--- src/rtl/fan_pwm_pkg.sv ---
package fan_pwm_pkg;

  // ---------------------------------------------------------------
  // Register map (byte offsets on the plain register port)
  // ---------------------------------------------------------------
  localparam logic [1:0] OFS_PRESCALE = 2'h0;
  localparam logic [1:0] OFS_DUTY = 2'h1;
  localparam logic [1:0] OFS_CONTROL = 2'h2;
  localparam logic [1:0] OFS_STATUS = 2'h3;

  // ---------------------------------------------------------------
  // Field positions and reset values
  // ---------------------------------------------------------------
  localparam int PSC_SEL_BIT = 7;
  localparam int PSC_VAL_MSB = 6;
  localparam int CTL_EN_BIT = 0;
  localparam int CTL_INV_BIT = 1;
  localparam logic [7:0] PRESCALE_RST = 8'h00;
  localparam logic [7:0] DUTY_RST = 8'hff;
  localparam logic [1:0] CONTROL_RST = 2'h0;
  localparam logic [7:0] DUTY_FULL = 8'hff;

  // ---------------------------------------------------------------
  // Timing: source clocks made as tick enables of the core clock
  // ---------------------------------------------------------------
  localparam int CORE_CLK_KHZ = 40_000;
  localparam int SRC_FAST_KHZ = 24_000;
  localparam int SRC_SLOW_KHZ = 200;
  localparam logic [6:0] FAST_STEP = 7'(SRC_FAST_KHZ / 1000);
  localparam logic [6:0] FAST_MOD = 7'(CORE_CLK_KHZ / 1000);
  localparam logic [7:0] SLOW_DIV_LAST = 8'(CORE_CLK_KHZ / SRC_SLOW_KHZ - 1);

endpackage

--- src/rtl/fan_pwm_speed_control.sv ---
// What this block does
// - Free-running 8-bit counter, 256-step period
// - Output high while counter below duty
// - Duty zero low, duty all-ones high
// - Inversion bit flips the fan drive
// - Counter clocked from divided 24M/200k source
// - Divide factor is prescale field plus one
// - Frequency is source over factor times 256
// - Reset selects the 24 MHz source
module fan_pwm_speed_control
  import fan_pwm_pkg::*;
#(
  parameter int CNT_W = 8
) (
  input wire logic core_clk_i,
  input wire logic rstn_i,
  input wire logic [1:0] reg_addr_i,
  input wire logic [7:0] reg_wdata_i,
  input wire logic reg_wr_i,
  input wire logic reg_rd_i,
  output logic [7:0] reg_rdata_o,
  output logic fan_drive_out_o
);

  // ---------------------------------------------------------------
  // Register file
  // ---------------------------------------------------------------
  logic [7:0] prescale_r, prescale_nxt;
  logic [7:0] duty_r, duty_nxt;
  logic [1:0] control_r, control_nxt;
  logic [7:0] rdata_r, rdata_nxt;
  logic [CNT_W-1:0] cnt_r;

  // Writes store, reads answer one cycle later; status reads the counter, cycles without a read give zero
  always_comb begin
    prescale_nxt = prescale_r;
    duty_nxt = duty_r;
    control_nxt = control_r;
    rdata_nxt = 8'h00;
    if (reg_wr_i) begin
      case (reg_addr_i)
        OFS_PRESCALE: prescale_nxt = reg_wdata_i;
        OFS_DUTY: duty_nxt = reg_wdata_i;
        OFS_CONTROL: control_nxt = reg_wdata_i[1:0];
        default: ;
      endcase
    end
    if (reg_rd_i) begin
      case (reg_addr_i)
        OFS_PRESCALE: rdata_nxt = prescale_r;
        OFS_DUTY: rdata_nxt = duty_r;
        OFS_CONTROL: rdata_nxt = {6'h00, control_r};
        OFS_STATUS: rdata_nxt = 8'(cnt_r);
        default: rdata_nxt = 8'h00;
      endcase
    end
  end

  always_ff @(posedge core_clk_i) begin
    if (!rstn_i) begin
      prescale_r <= PRESCALE_RST;
      duty_r <= DUTY_RST;
      control_r <= CONTROL_RST;
      rdata_r <= 8'h00;
    end else begin
      prescale_r <= prescale_nxt;
      duty_r <= duty_nxt;
      control_r <= control_nxt;
      rdata_r <= rdata_nxt;
    end
  end

  assign reg_rdata_o = rdata_r;

  logic en, inv, sel_slow;
  logic [6:0] psc_val;
  assign en = control_r[CTL_EN_BIT];
  assign inv = control_r[CTL_INV_BIT];
  assign sel_slow = prescale_r[PSC_SEL_BIT];
  assign psc_val = prescale_r[PSC_VAL_MSB:0];

  // ---------------------------------------------------------------
  // Source ticks
  // ---------------------------------------------------------------
  logic [6:0] fast_acc_r, fast_acc_nxt;
  logic [7:0] slow_cnt_r, slow_cnt_nxt;
  logic fast_tick, slow_tick, src_tick;
  logic [6:0] fast_sum;

  // 24 MHz is not a divisor of the core rate, so a fractional
  // accumulator gives the right average rate with a little jitter
  always_comb begin
    fast_sum = fast_acc_r + FAST_STEP;
    fast_tick = (fast_sum >= FAST_MOD);
    fast_acc_nxt = fast_tick ? fast_sum - FAST_MOD : fast_sum;
    slow_tick = (slow_cnt_r == SLOW_DIV_LAST);
    slow_cnt_nxt = slow_tick ? 8'h00 : slow_cnt_r + 8'h01;
  end

  always_ff @(posedge core_clk_i) begin
    if (!rstn_i) begin
      fast_acc_r <= 7'h00;
      slow_cnt_r <= 8'h00;
    end else begin
      fast_acc_r <= fast_acc_nxt;
      slow_cnt_r <= slow_cnt_nxt;
    end
  end

  assign src_tick = sel_slow ? slow_tick : fast_tick;

  // ---------------------------------------------------------------
  // Prescaler and counter
  // ---------------------------------------------------------------
  logic [6:0] div_r, div_nxt;
  logic [CNT_W-1:0] cnt_nxt;
  logic cnt_step;
  logic out_r, out_nxt;
  logic pwm;

  // Held at zero while disabled so each run starts on a clean period
  always_comb begin
    cnt_step = src_tick && (div_r == psc_val);
    div_nxt = div_r;
    cnt_nxt = cnt_r;
    if (!en) begin
      div_nxt = 7'h00;
      cnt_nxt = '0;
    end else if (src_tick) begin
      div_nxt = cnt_step ? 7'h00 : div_r + 7'h01;
      if (cnt_step) begin
        cnt_nxt = cnt_r + 1'b1;
      end
    end
    pwm = (cnt_r < CNT_W'(duty_r)) || (duty_r == DUTY_FULL);
    out_nxt = en ? (pwm ^ inv) : 1'b0;
  end

  always_ff @(posedge core_clk_i) begin
    if (!rstn_i) begin
      div_r <= 7'h00;
      cnt_r <= '0;
      out_r <= 1'b0;
    end else begin
      div_r <= div_nxt;
      cnt_r <= cnt_nxt;
      out_r <= out_nxt;
    end
  end

  assign fan_drive_out_o = out_r;

  // ---------------------------------------------------------------
  // Checks
  // ---------------------------------------------------------------
  AST_CNT_WRAP: assert property (@(posedge core_clk_i) disable iff (!rstn_i)
    en && cnt_step && (cnt_r == '1) |=> (cnt_r == '0))
    else $error("counter did not wrap to zero");

  AST_HIGH_BELOW: assert property (@(posedge core_clk_i) disable iff (!rstn_i)
    en && !inv && (cnt_r < CNT_W'(duty_r)) |=> fan_drive_out_o)
    else $error("output low while count below duty");

  AST_LOW_ABOVE: assert property (@(posedge core_clk_i) disable iff (!rstn_i)
    en && !inv && (cnt_r >= CNT_W'(duty_r)) && (duty_r != DUTY_FULL) |=> !fan_drive_out_o)
    else $error("output high while count at or above duty");

  AST_DUTY_ZERO: assert property (@(posedge core_clk_i) disable iff (!rstn_i)
    en && !inv && (duty_r == 8'h00) |=> !fan_drive_out_o)
    else $error("zero duty drove output high");

  AST_DUTY_FULL: assert property (@(posedge core_clk_i) disable iff (!rstn_i)
    en && !inv && (duty_r == DUTY_FULL) |=> fan_drive_out_o)
    else $error("full duty drove output low");

  AST_INVERT: assert property (@(posedge core_clk_i) disable iff (!rstn_i)
    en && inv && (cnt_r < CNT_W'(duty_r)) |=> !fan_drive_out_o)
    else $error("inverted output not low below duty");

  AST_INVERT_ABOVE: assert property (@(posedge core_clk_i) disable iff (!rstn_i)
    en && inv && (cnt_r >= CNT_W'(duty_r)) && (duty_r != DUTY_FULL) |=> fan_drive_out_o)
    else $error("inverted output not high above duty");

  AST_FAST_GAP: assert property (@(posedge core_clk_i) disable iff (!rstn_i)
    !fast_tick |=> fast_tick)
    else $error("fast source skipped two ticks");

  AST_SLOW_SPACING: assert property (@(posedge core_clk_i) disable iff (!rstn_i)
    slow_tick |=> !slow_tick [*8])
    else $error("slow source ticks too close");

  AST_DIV_HOLD: assert property (@(posedge core_clk_i) disable iff (!rstn_i)
    en && src_tick && (div_r < psc_val) |=> (cnt_r == $past(cnt_r)))
    else $error("counter moved before divider end");

  AST_DIV_STEP: assert property (@(posedge core_clk_i) disable iff (!rstn_i)
    en && src_tick && (div_r == psc_val) |=> (cnt_r == CNT_W'($past(cnt_r) + 1'b1)))
    else $error("counter missed its divided step");

  AST_RESET_SEL: assert property (@(posedge core_clk_i)
    !rstn_i |=> !prescale_r[PSC_SEL_BIT] && (duty_r == DUTY_RST))
    else $error("reset did not select fast source");

  AST_IDLE_ZERO: assert property (@(posedge core_clk_i) disable iff (!rstn_i)
    !en |=> (cnt_r == '0) && (div_r == 7'h00) && !fan_drive_out_o)
    else $error("idle counter or output not cleared");

  COV_WRAP: cover property (@(posedge core_clk_i) disable iff (!rstn_i)
    en && cnt_step && (cnt_r == '1));
  COV_MID_DUTY: cover property (@(posedge core_clk_i) disable iff (!rstn_i)
    en && (duty_r == 8'h80) && fan_drive_out_o ##1 !fan_drive_out_o);
  COV_DUTY_ZERO: cover property (@(posedge core_clk_i) disable iff (!rstn_i)
    en && !inv && (duty_r == 8'h00));
  COV_INVERT: cover property (@(posedge core_clk_i) disable iff (!rstn_i)
    en && inv && fan_drive_out_o);
  COV_SLOW: cover property (@(posedge core_clk_i) disable iff (!rstn_i)
    en && sel_slow && cnt_step);

endmodule

--- config.mk ---
export PLATFORM = sky130hd
export DESIGN_NAME = fan_pwm_speed_control
export DESIGN_NICKNAME = d
export VERILOG_FILES = /design/src/rtl/fan_pwm_pkg.sv /design/src/rtl/fan_pwm_speed_control.sv
export SDC_FILE = /design/constraint.sdc
export NUM_CORES = 1
export LEC_CHECK = 0
export BUFFER_PORTS_ARGS = -buffer_cell sky130_fd_sc_hd__buf_2
export CAP_MARGIN = 0
export CORE_MARGIN = 2
export CORE_UTILIZATION = 30
export DETAILED_ROUTE_END_ITERATION = 8
export GPL_TIMING_DRIVEN = 0
export PLACE_DENSITY = 0.47
export SYNTH_ARGS = -nofsm -noshare
export SYNTH_HDL_FRONTEND = slang
export SYNTH_SLANG_ARGS = --single-unit
--- constraint.sdc ---
create_clock -name core_clk_i -period 3.68 [get_ports core_clk_i]
set_input_delay 0.736 -clock core_clk_i [delete_from_list [all_inputs] [get_ports core_clk_i]]
set_output_delay 0.736 -clock core_clk_i [all_outputs]
set_load 0.02 [all_outputs]
After elaboration in Yosys (flattened, before gate mapping) --
Index checks and enable logic that the tools add are counted.
Word-level totals: register bits after elaboration 57, input port bits 14, output and inout bits 9, word-level logic and storage cells 38
Operators by class: $add $sub $neg 5, $lt $le $gt $ge 2, equality and inequality tests 6, multiplexer cells 4, bitwise gates (word level) 2, reduce and logical (&&, ||, !) cells 10
Operator list (count):
- case mux 8 bit (4 select lines) | 1
- adder 8 x 1 -> 8 bit (second input constant) | 2
- equality test 8 bit (second input constant) | 2
- 2-to-1 mux 7 bit | 2
- AND reduction 2 bit | 6
- less-than comparator 8 bit | 1
- adder 7 x 1 -> 7 bit (second input constant) | 1
- adder 7 x 5 -> 7 bit (second input constant) | 1
- equality test 7 bit | 1
- greater-or-equal comparator 7 x 6 -> 1 bit (second input constant) | 1
- subtractor 7 x 6 -> 7 bit (second input constant) | 1
- equality test 2 bit (second input constant) | 2
- equality test 2 x 1 -> 1 bit (second input constant) | 1
- logical NOT 2 bit | 1
- OR reduction 2 bit | 1
- logical AND 1 bit | 1
- logical OR 1 bit | 1
- 2-to-1 mux 1 bit | 1
- NOT 1 bit | 1
- XOR 1 bit | 1

Longest topological paths before layout --
depth in word-level cells 5, mapped depth 9

Worst setup path after synthesis --
OpenSTA, ideal clock, no wires.
kind reg-to-reg, start reg fast_acc_r[3], end reg cnt_r[2], library setup time 0.070 ns, arrival time 2.007 ns, slack 1.603 ns, cell stages (with the launch flop) 9, buffers on the path 1, clock period less this slack 2.077 ns, cell sequence dfxtp_1 -> inv_1 -> ha_1 -> xnor2_1 -> nor2b_1 -> o31ai_4 -> buf_6 -> or4_1 -> a21oi_1
Between the ends: cells in the longest elaborated chain, start to end 5
RTL lines:
- start, declared | line fan_pwm_speed_control.sv:85 | logic [6:0] fast_acc_r, fast_acc_nxt;
- start signal, assigned | line fan_pwm_speed_control.sv:105 | fast_acc_r <= fast_acc_nxt;
- adder 7 x 5 -> 7 bit * | line fan_pwm_speed_control.sv:93 | fast_sum = fast_acc_r + FAST_STEP;
- greater-or-equal comparator 7 x 6 -> 1 bit * | line fan_pwm_speed_control.sv:94 | fast_tick = (fast_sum >= FAST_MOD);
- 2-to-1 mux 1 bit * | line fan_pwm_speed_control.sv:110 | assign src_tick = sel_slow ? slow_tick : fast_tick;
- logical AND 1 bit | line fan_pwm_speed_control.sv:123 | cnt_step = src_tick && (div_r == psc_val);
- AND reduction 2 bit (no source line) *
- end signal, assigned | line fan_pwm_speed_control.sv:146 | cnt_r <= cnt_nxt;
- end, declared | line fan_pwm_speed_control.sv:32 | logic [CNT_W-1:0] cnt_r;
Mark *: on every way between the ends. The rest lies on a longest branch, timed or not. A chain may end at the register's enable or synchronous reset.

Final worst setup path --
Ends and elaborated chain as after synthesis.

==> impl_metrics.sql <==
INSERT INTO impl_metrics (metric_group, metric, value, unit) VALUES
('global_routing', 'grt_max_degree', '17', ''),
('sta', 'clock.fmax', '422.8', 'MHz'),
('pwr', 'total_power_consumption_of_the_routed_design', '0.001592', 'W'),
('clock_tree', 'worst_skew_pair.late_latency', '0.31', 'ns'),
('run_status', 'outcome', 'finished clean', ''),
('clock_tree', 'tritoncts_num_sinks', '54', ''),
('yosys', 'netlist_top_cells_area', 'sky130_fd_sc_hd__dfxtp_1 (39%), sky130_fd_sc_hd__ha_1 (6.8%), sky130_fd_sc_hd__mux2i_1 (5.8%), sky130_fd_sc_hd__a21oi_1 (4.2%), sky130_fd_sc_hd__xor2_1 (4.2%)', ''),
('clock_tree', 'cts-resized-gates', '0', ''),
('yosys', 'synth_seq_area_share', '39.45', '%'),
('setup_path', 'worstPathArrival', '2.61', 'ns'),
('final_layout', 'drive_gt1_share', '12.62', '%'),
('setup_path', 'critPathMaxFanout', '10', ''),
('setup_path', 'register_to_register_path_depth', '8', ''),
('global_routing', 'global_route.usage.total', '14.28', '%'),
('yosys', 'post_synth_inst_count', '296', ''),
('sta', 'drv_slew', '0', ''),
('clock_tree', 'post_cts_setup_buffers', '0', ''),
('place', 'gp_routability_congestion', '0.8247', ''),
('global_routing', 'grt_first_pass_wirelength', '11340', 'µm'),
('yosys', 'ys_ff_latch', '54', ''),
('final_layout', 'num-nets-final', '353', ''),
('floorplan', 'design.die.area', '9914', 'µm²'),
('setup_path', 'worstSetupEndpointType', 'flop', ''),
('global_routing', 'antenna_found_initial', '0', ''),
('sta', 'rsz0062_at_grt', 'no', ''),
('final_layout', 'area_delta_synth_final', '13.97', '%'),
('yosys', 'syn_area', '2740', 'µm²'),
('setup_path', 'timing.critical_path.from', 'fast_acc_r[3]', ''),
('floorplan', 'design.portCount', '23', ''),
('clock_tree', 'clk_transition_reported_paths', '0.10', 'ns'),
('routing', 'totalWireLength', '6562', 'µm'),
('place', 'portBuffers', '21', ''),
('clock_tree', 'postCtsHoldBufs', '0', ''),
('global_routing', 'gr-total-overflow', '0', ''),
('pwr', 'leakagePower', '1.361', 'nW'),
('pwr', 'cellPowerDensity', '509.9', 'nW/µm²'),
('yosys', 'syn_nets', '325', ''),
('routing', 'drt-wirelength-per-cell', '15.15', 'µm'),
('yosys', 'synth_common_cells', 'sky130_fd_sc_hd__dfxtp_1 (54), sky130_fd_sc_hd__a21oi_1 (23), sky130_fd_sc_hd__nor2_1 (20)', ''),
('clock_tree', 'cts_max_path_buffers', '2', ''),
('clock_tree', 'tritoncts', 'built', ''),
('sta', 'setup_viol', '0', ''),
('sta', 'finalCritPeriodShare', '64.28', '%'),
('sta', 'hold_viol_final', '0', ''),
('worst_hold_path', 'min_path_type', 'flop to flop', ''),
('sta', 'clock_skew', '0.008800', 'ns'),
('clock_tree', 'cts_htree_levels', '2', ''),
('setup_path', 'cp_slowest_stage_delay', '0.46', 'ns'),
('yosys', 'synth_flop_type', 'sky130_fd_sc_hd__dfxtp_1', ''),
('sta', 'worstMarginPinSlew', '0.8537', 'ns'),
('sta', 'tns', '0', 'ns'),
('sta', 'relative_slew_slack', '42.60', '%'),
('setup_path', 'crit_path_cell_trace', 'inv_1 > ha_1 > xnor2_1 > nor2b_1 > o31ai_4 > buf_6 > or4_1 > a21oi_1', ''),
('setup_path', 'crit_cells', '8', ''),
('pwr', 'ir_drop', '0.1632', 'mV'),
('clock_tree', 'clock-root-buffer', 'sky130_fd_sc_hd__clkbuf_8', ''),
('routing', 'detailedRoute.firstPassIterationCount', '4', ''),
('setup_path', 'critPathRequiredTime', '3.93', 'ns'),
('yosys', 'most_area_hungry_cell_type_in_the_yosys_netlist', 'sky130_fd_sc_hd__dfxtp_1', ''),
('place', 'hpwlAfterDp', '5001', 'µm'),
('yosys', 'synth.avg_cell_area', '9.257', 'µm²'),
('floorplan', 'die_h', '99.57', 'µm'),
('routing', 'drt_drc_violations_left', '0', ''),
('floorplan', 'core_region_area', '8806', 'µm²'),
('routing', 'via_per_inst', '4.998', ''),
('yosys', 'async_flop_share', '0', '%'),
('setup_path', 'setup.worst_path.start_class', 'flop', ''),
('routing', 'vias', '2164', ''),
('worst_hold_path', 'hold_path_depth', '1', ''),
('clock_tree', 'tritoncts.num_buffers', '5', ''),
('setup_path', 'critPathKind', 'flop to flop', '');
[cells by family after synthesis]
| group | count (synthesis) | synth area share [%] |
|---|---|---|
| AO/OA/AOI/OAI | 62 | 15.57 |
| XOR/XNOR | 16 | 5.388 |
| adder cells (fa/ha/maj) | 15 | 6.849 |
| buffers and inverters | 25 | 3.744 |
| flip-flops | 54 | 39.45 |
| multiplexers | 18 | 7.488 |
| AND/OR/NAND/NOR | 106 | 21.51 |
[worst min path at each step]
stage | startpoint | endpoint | slack (ns)
final | slow_cnt_r[0] | slow_cnt_r[0] | 0.49
after global routing | slow_cnt_r[0] | slow_cnt_r[0] | 0.53
after CTS | slow_cnt_r[0] | slow_cnt_r[0] | 0.49
after detailed placement | slow_cnt_r[0] | slow_cnt_r[0] | 0.47
after global placement | slow_cnt_r[0] | slow_cnt_r[0] | 0.46
after floorplan | slow_cnt_r[0] | slow_cnt_r[0] | 0.44
[area by class of cell]
class                           instances  area [µm²]
Clock buffer                            6       82.58
Fill cell                             910        5683
Tap cell                              108       135.1
Multi-Input combinational cell        217        1556
Buffer                                 13       57.56
Clock inverter                          2       60.06
Timing Repair Buffer                   21       105.1
Inverter                               12       45.04
Sequential cell                        54        1081
[power breakdown]
| group | total, W | internal (W) | switching, W |
|---|---|---|---|
| sequential | 0.000646 | 0.000616 | 0.0000299 |
| combinational | 0.000459 | 0.000169 | 0.000290 |
| clock | 0.000487 | 0.000290 | 0.000197 |
[per-layer routing]
metal | wire [µm] | global-route usage (%) | vias to the layer above
met4 | 70 | 3.161 | 0
met1 | 3379 | 20.72 | 1000
met2 | 2861 | 22.25 | 37
li1 | - | - | 1121
met5 | 0 | 0 | -
met3 | 250 | 2.389 | 6
[placed cells by master, fill, tap and decap left out, types with 8 or more instances in the layout]
master                     synthesis  final
sky130_fd_sc_hd__nor2b_1          15     15
sky130_fd_sc_hd__ha_1             15     15
sky130_fd_sc_hd__a21oi_1          23     23
sky130_fd_sc_hd__inv_1            12     12
sky130_fd_sc_hd__xor2_1           13     13
sky130_fd_sc_hd__or4_1             8      8
sky130_fd_sc_hd__o211ai_1          8      8
sky130_fd_sc_hd__nor2_1           20     20
sky130_fd_sc_hd__o21ai_0           8      8
sky130_fd_sc_hd__nand2_1          17     17
sky130_fd_sc_hd__nand3_1           9      9
sky130_fd_sc_hd__dfxtp_1          54     54
sky130_fd_sc_hd__buf_2             1     22
sky130_fd_sc_hd__mux2i_1          16     16
sky130_fd_sc_hd__clkbuf_1         10     10
[through the flow]
stage / area [µm²] / worst slack, ns / hold slack [ns] / util [%] / cells
after floorplan: 2740 / 1.603 / 0.4377 / - / 296
final: 3123 / 1.315 / 0.4859 / 35.46 / 433
after global placement: 2980 / 1.336 / 0.4584 / 33.84 / 425
after CTS: 3123 / 1.292 / 0.4901 / 35.46 / 433
after global routing: 3123 / 1.057 / 0.5277 / 35.46 / 433
after detailed placement: 2980 / 1.307 / 0.4671 / 33.84 / 425
[registers in the layout (all words and copies together) (netlist names)]
name,cells
div_r,7
control_r,2
fast_acc_r,4
cnt_r,8
fan_drive_out_o,1
reg_rdata_o,8
slow_cnt_r,8
duty_r,8
prescale_r,8
Power figures use the tool's default switching activity.
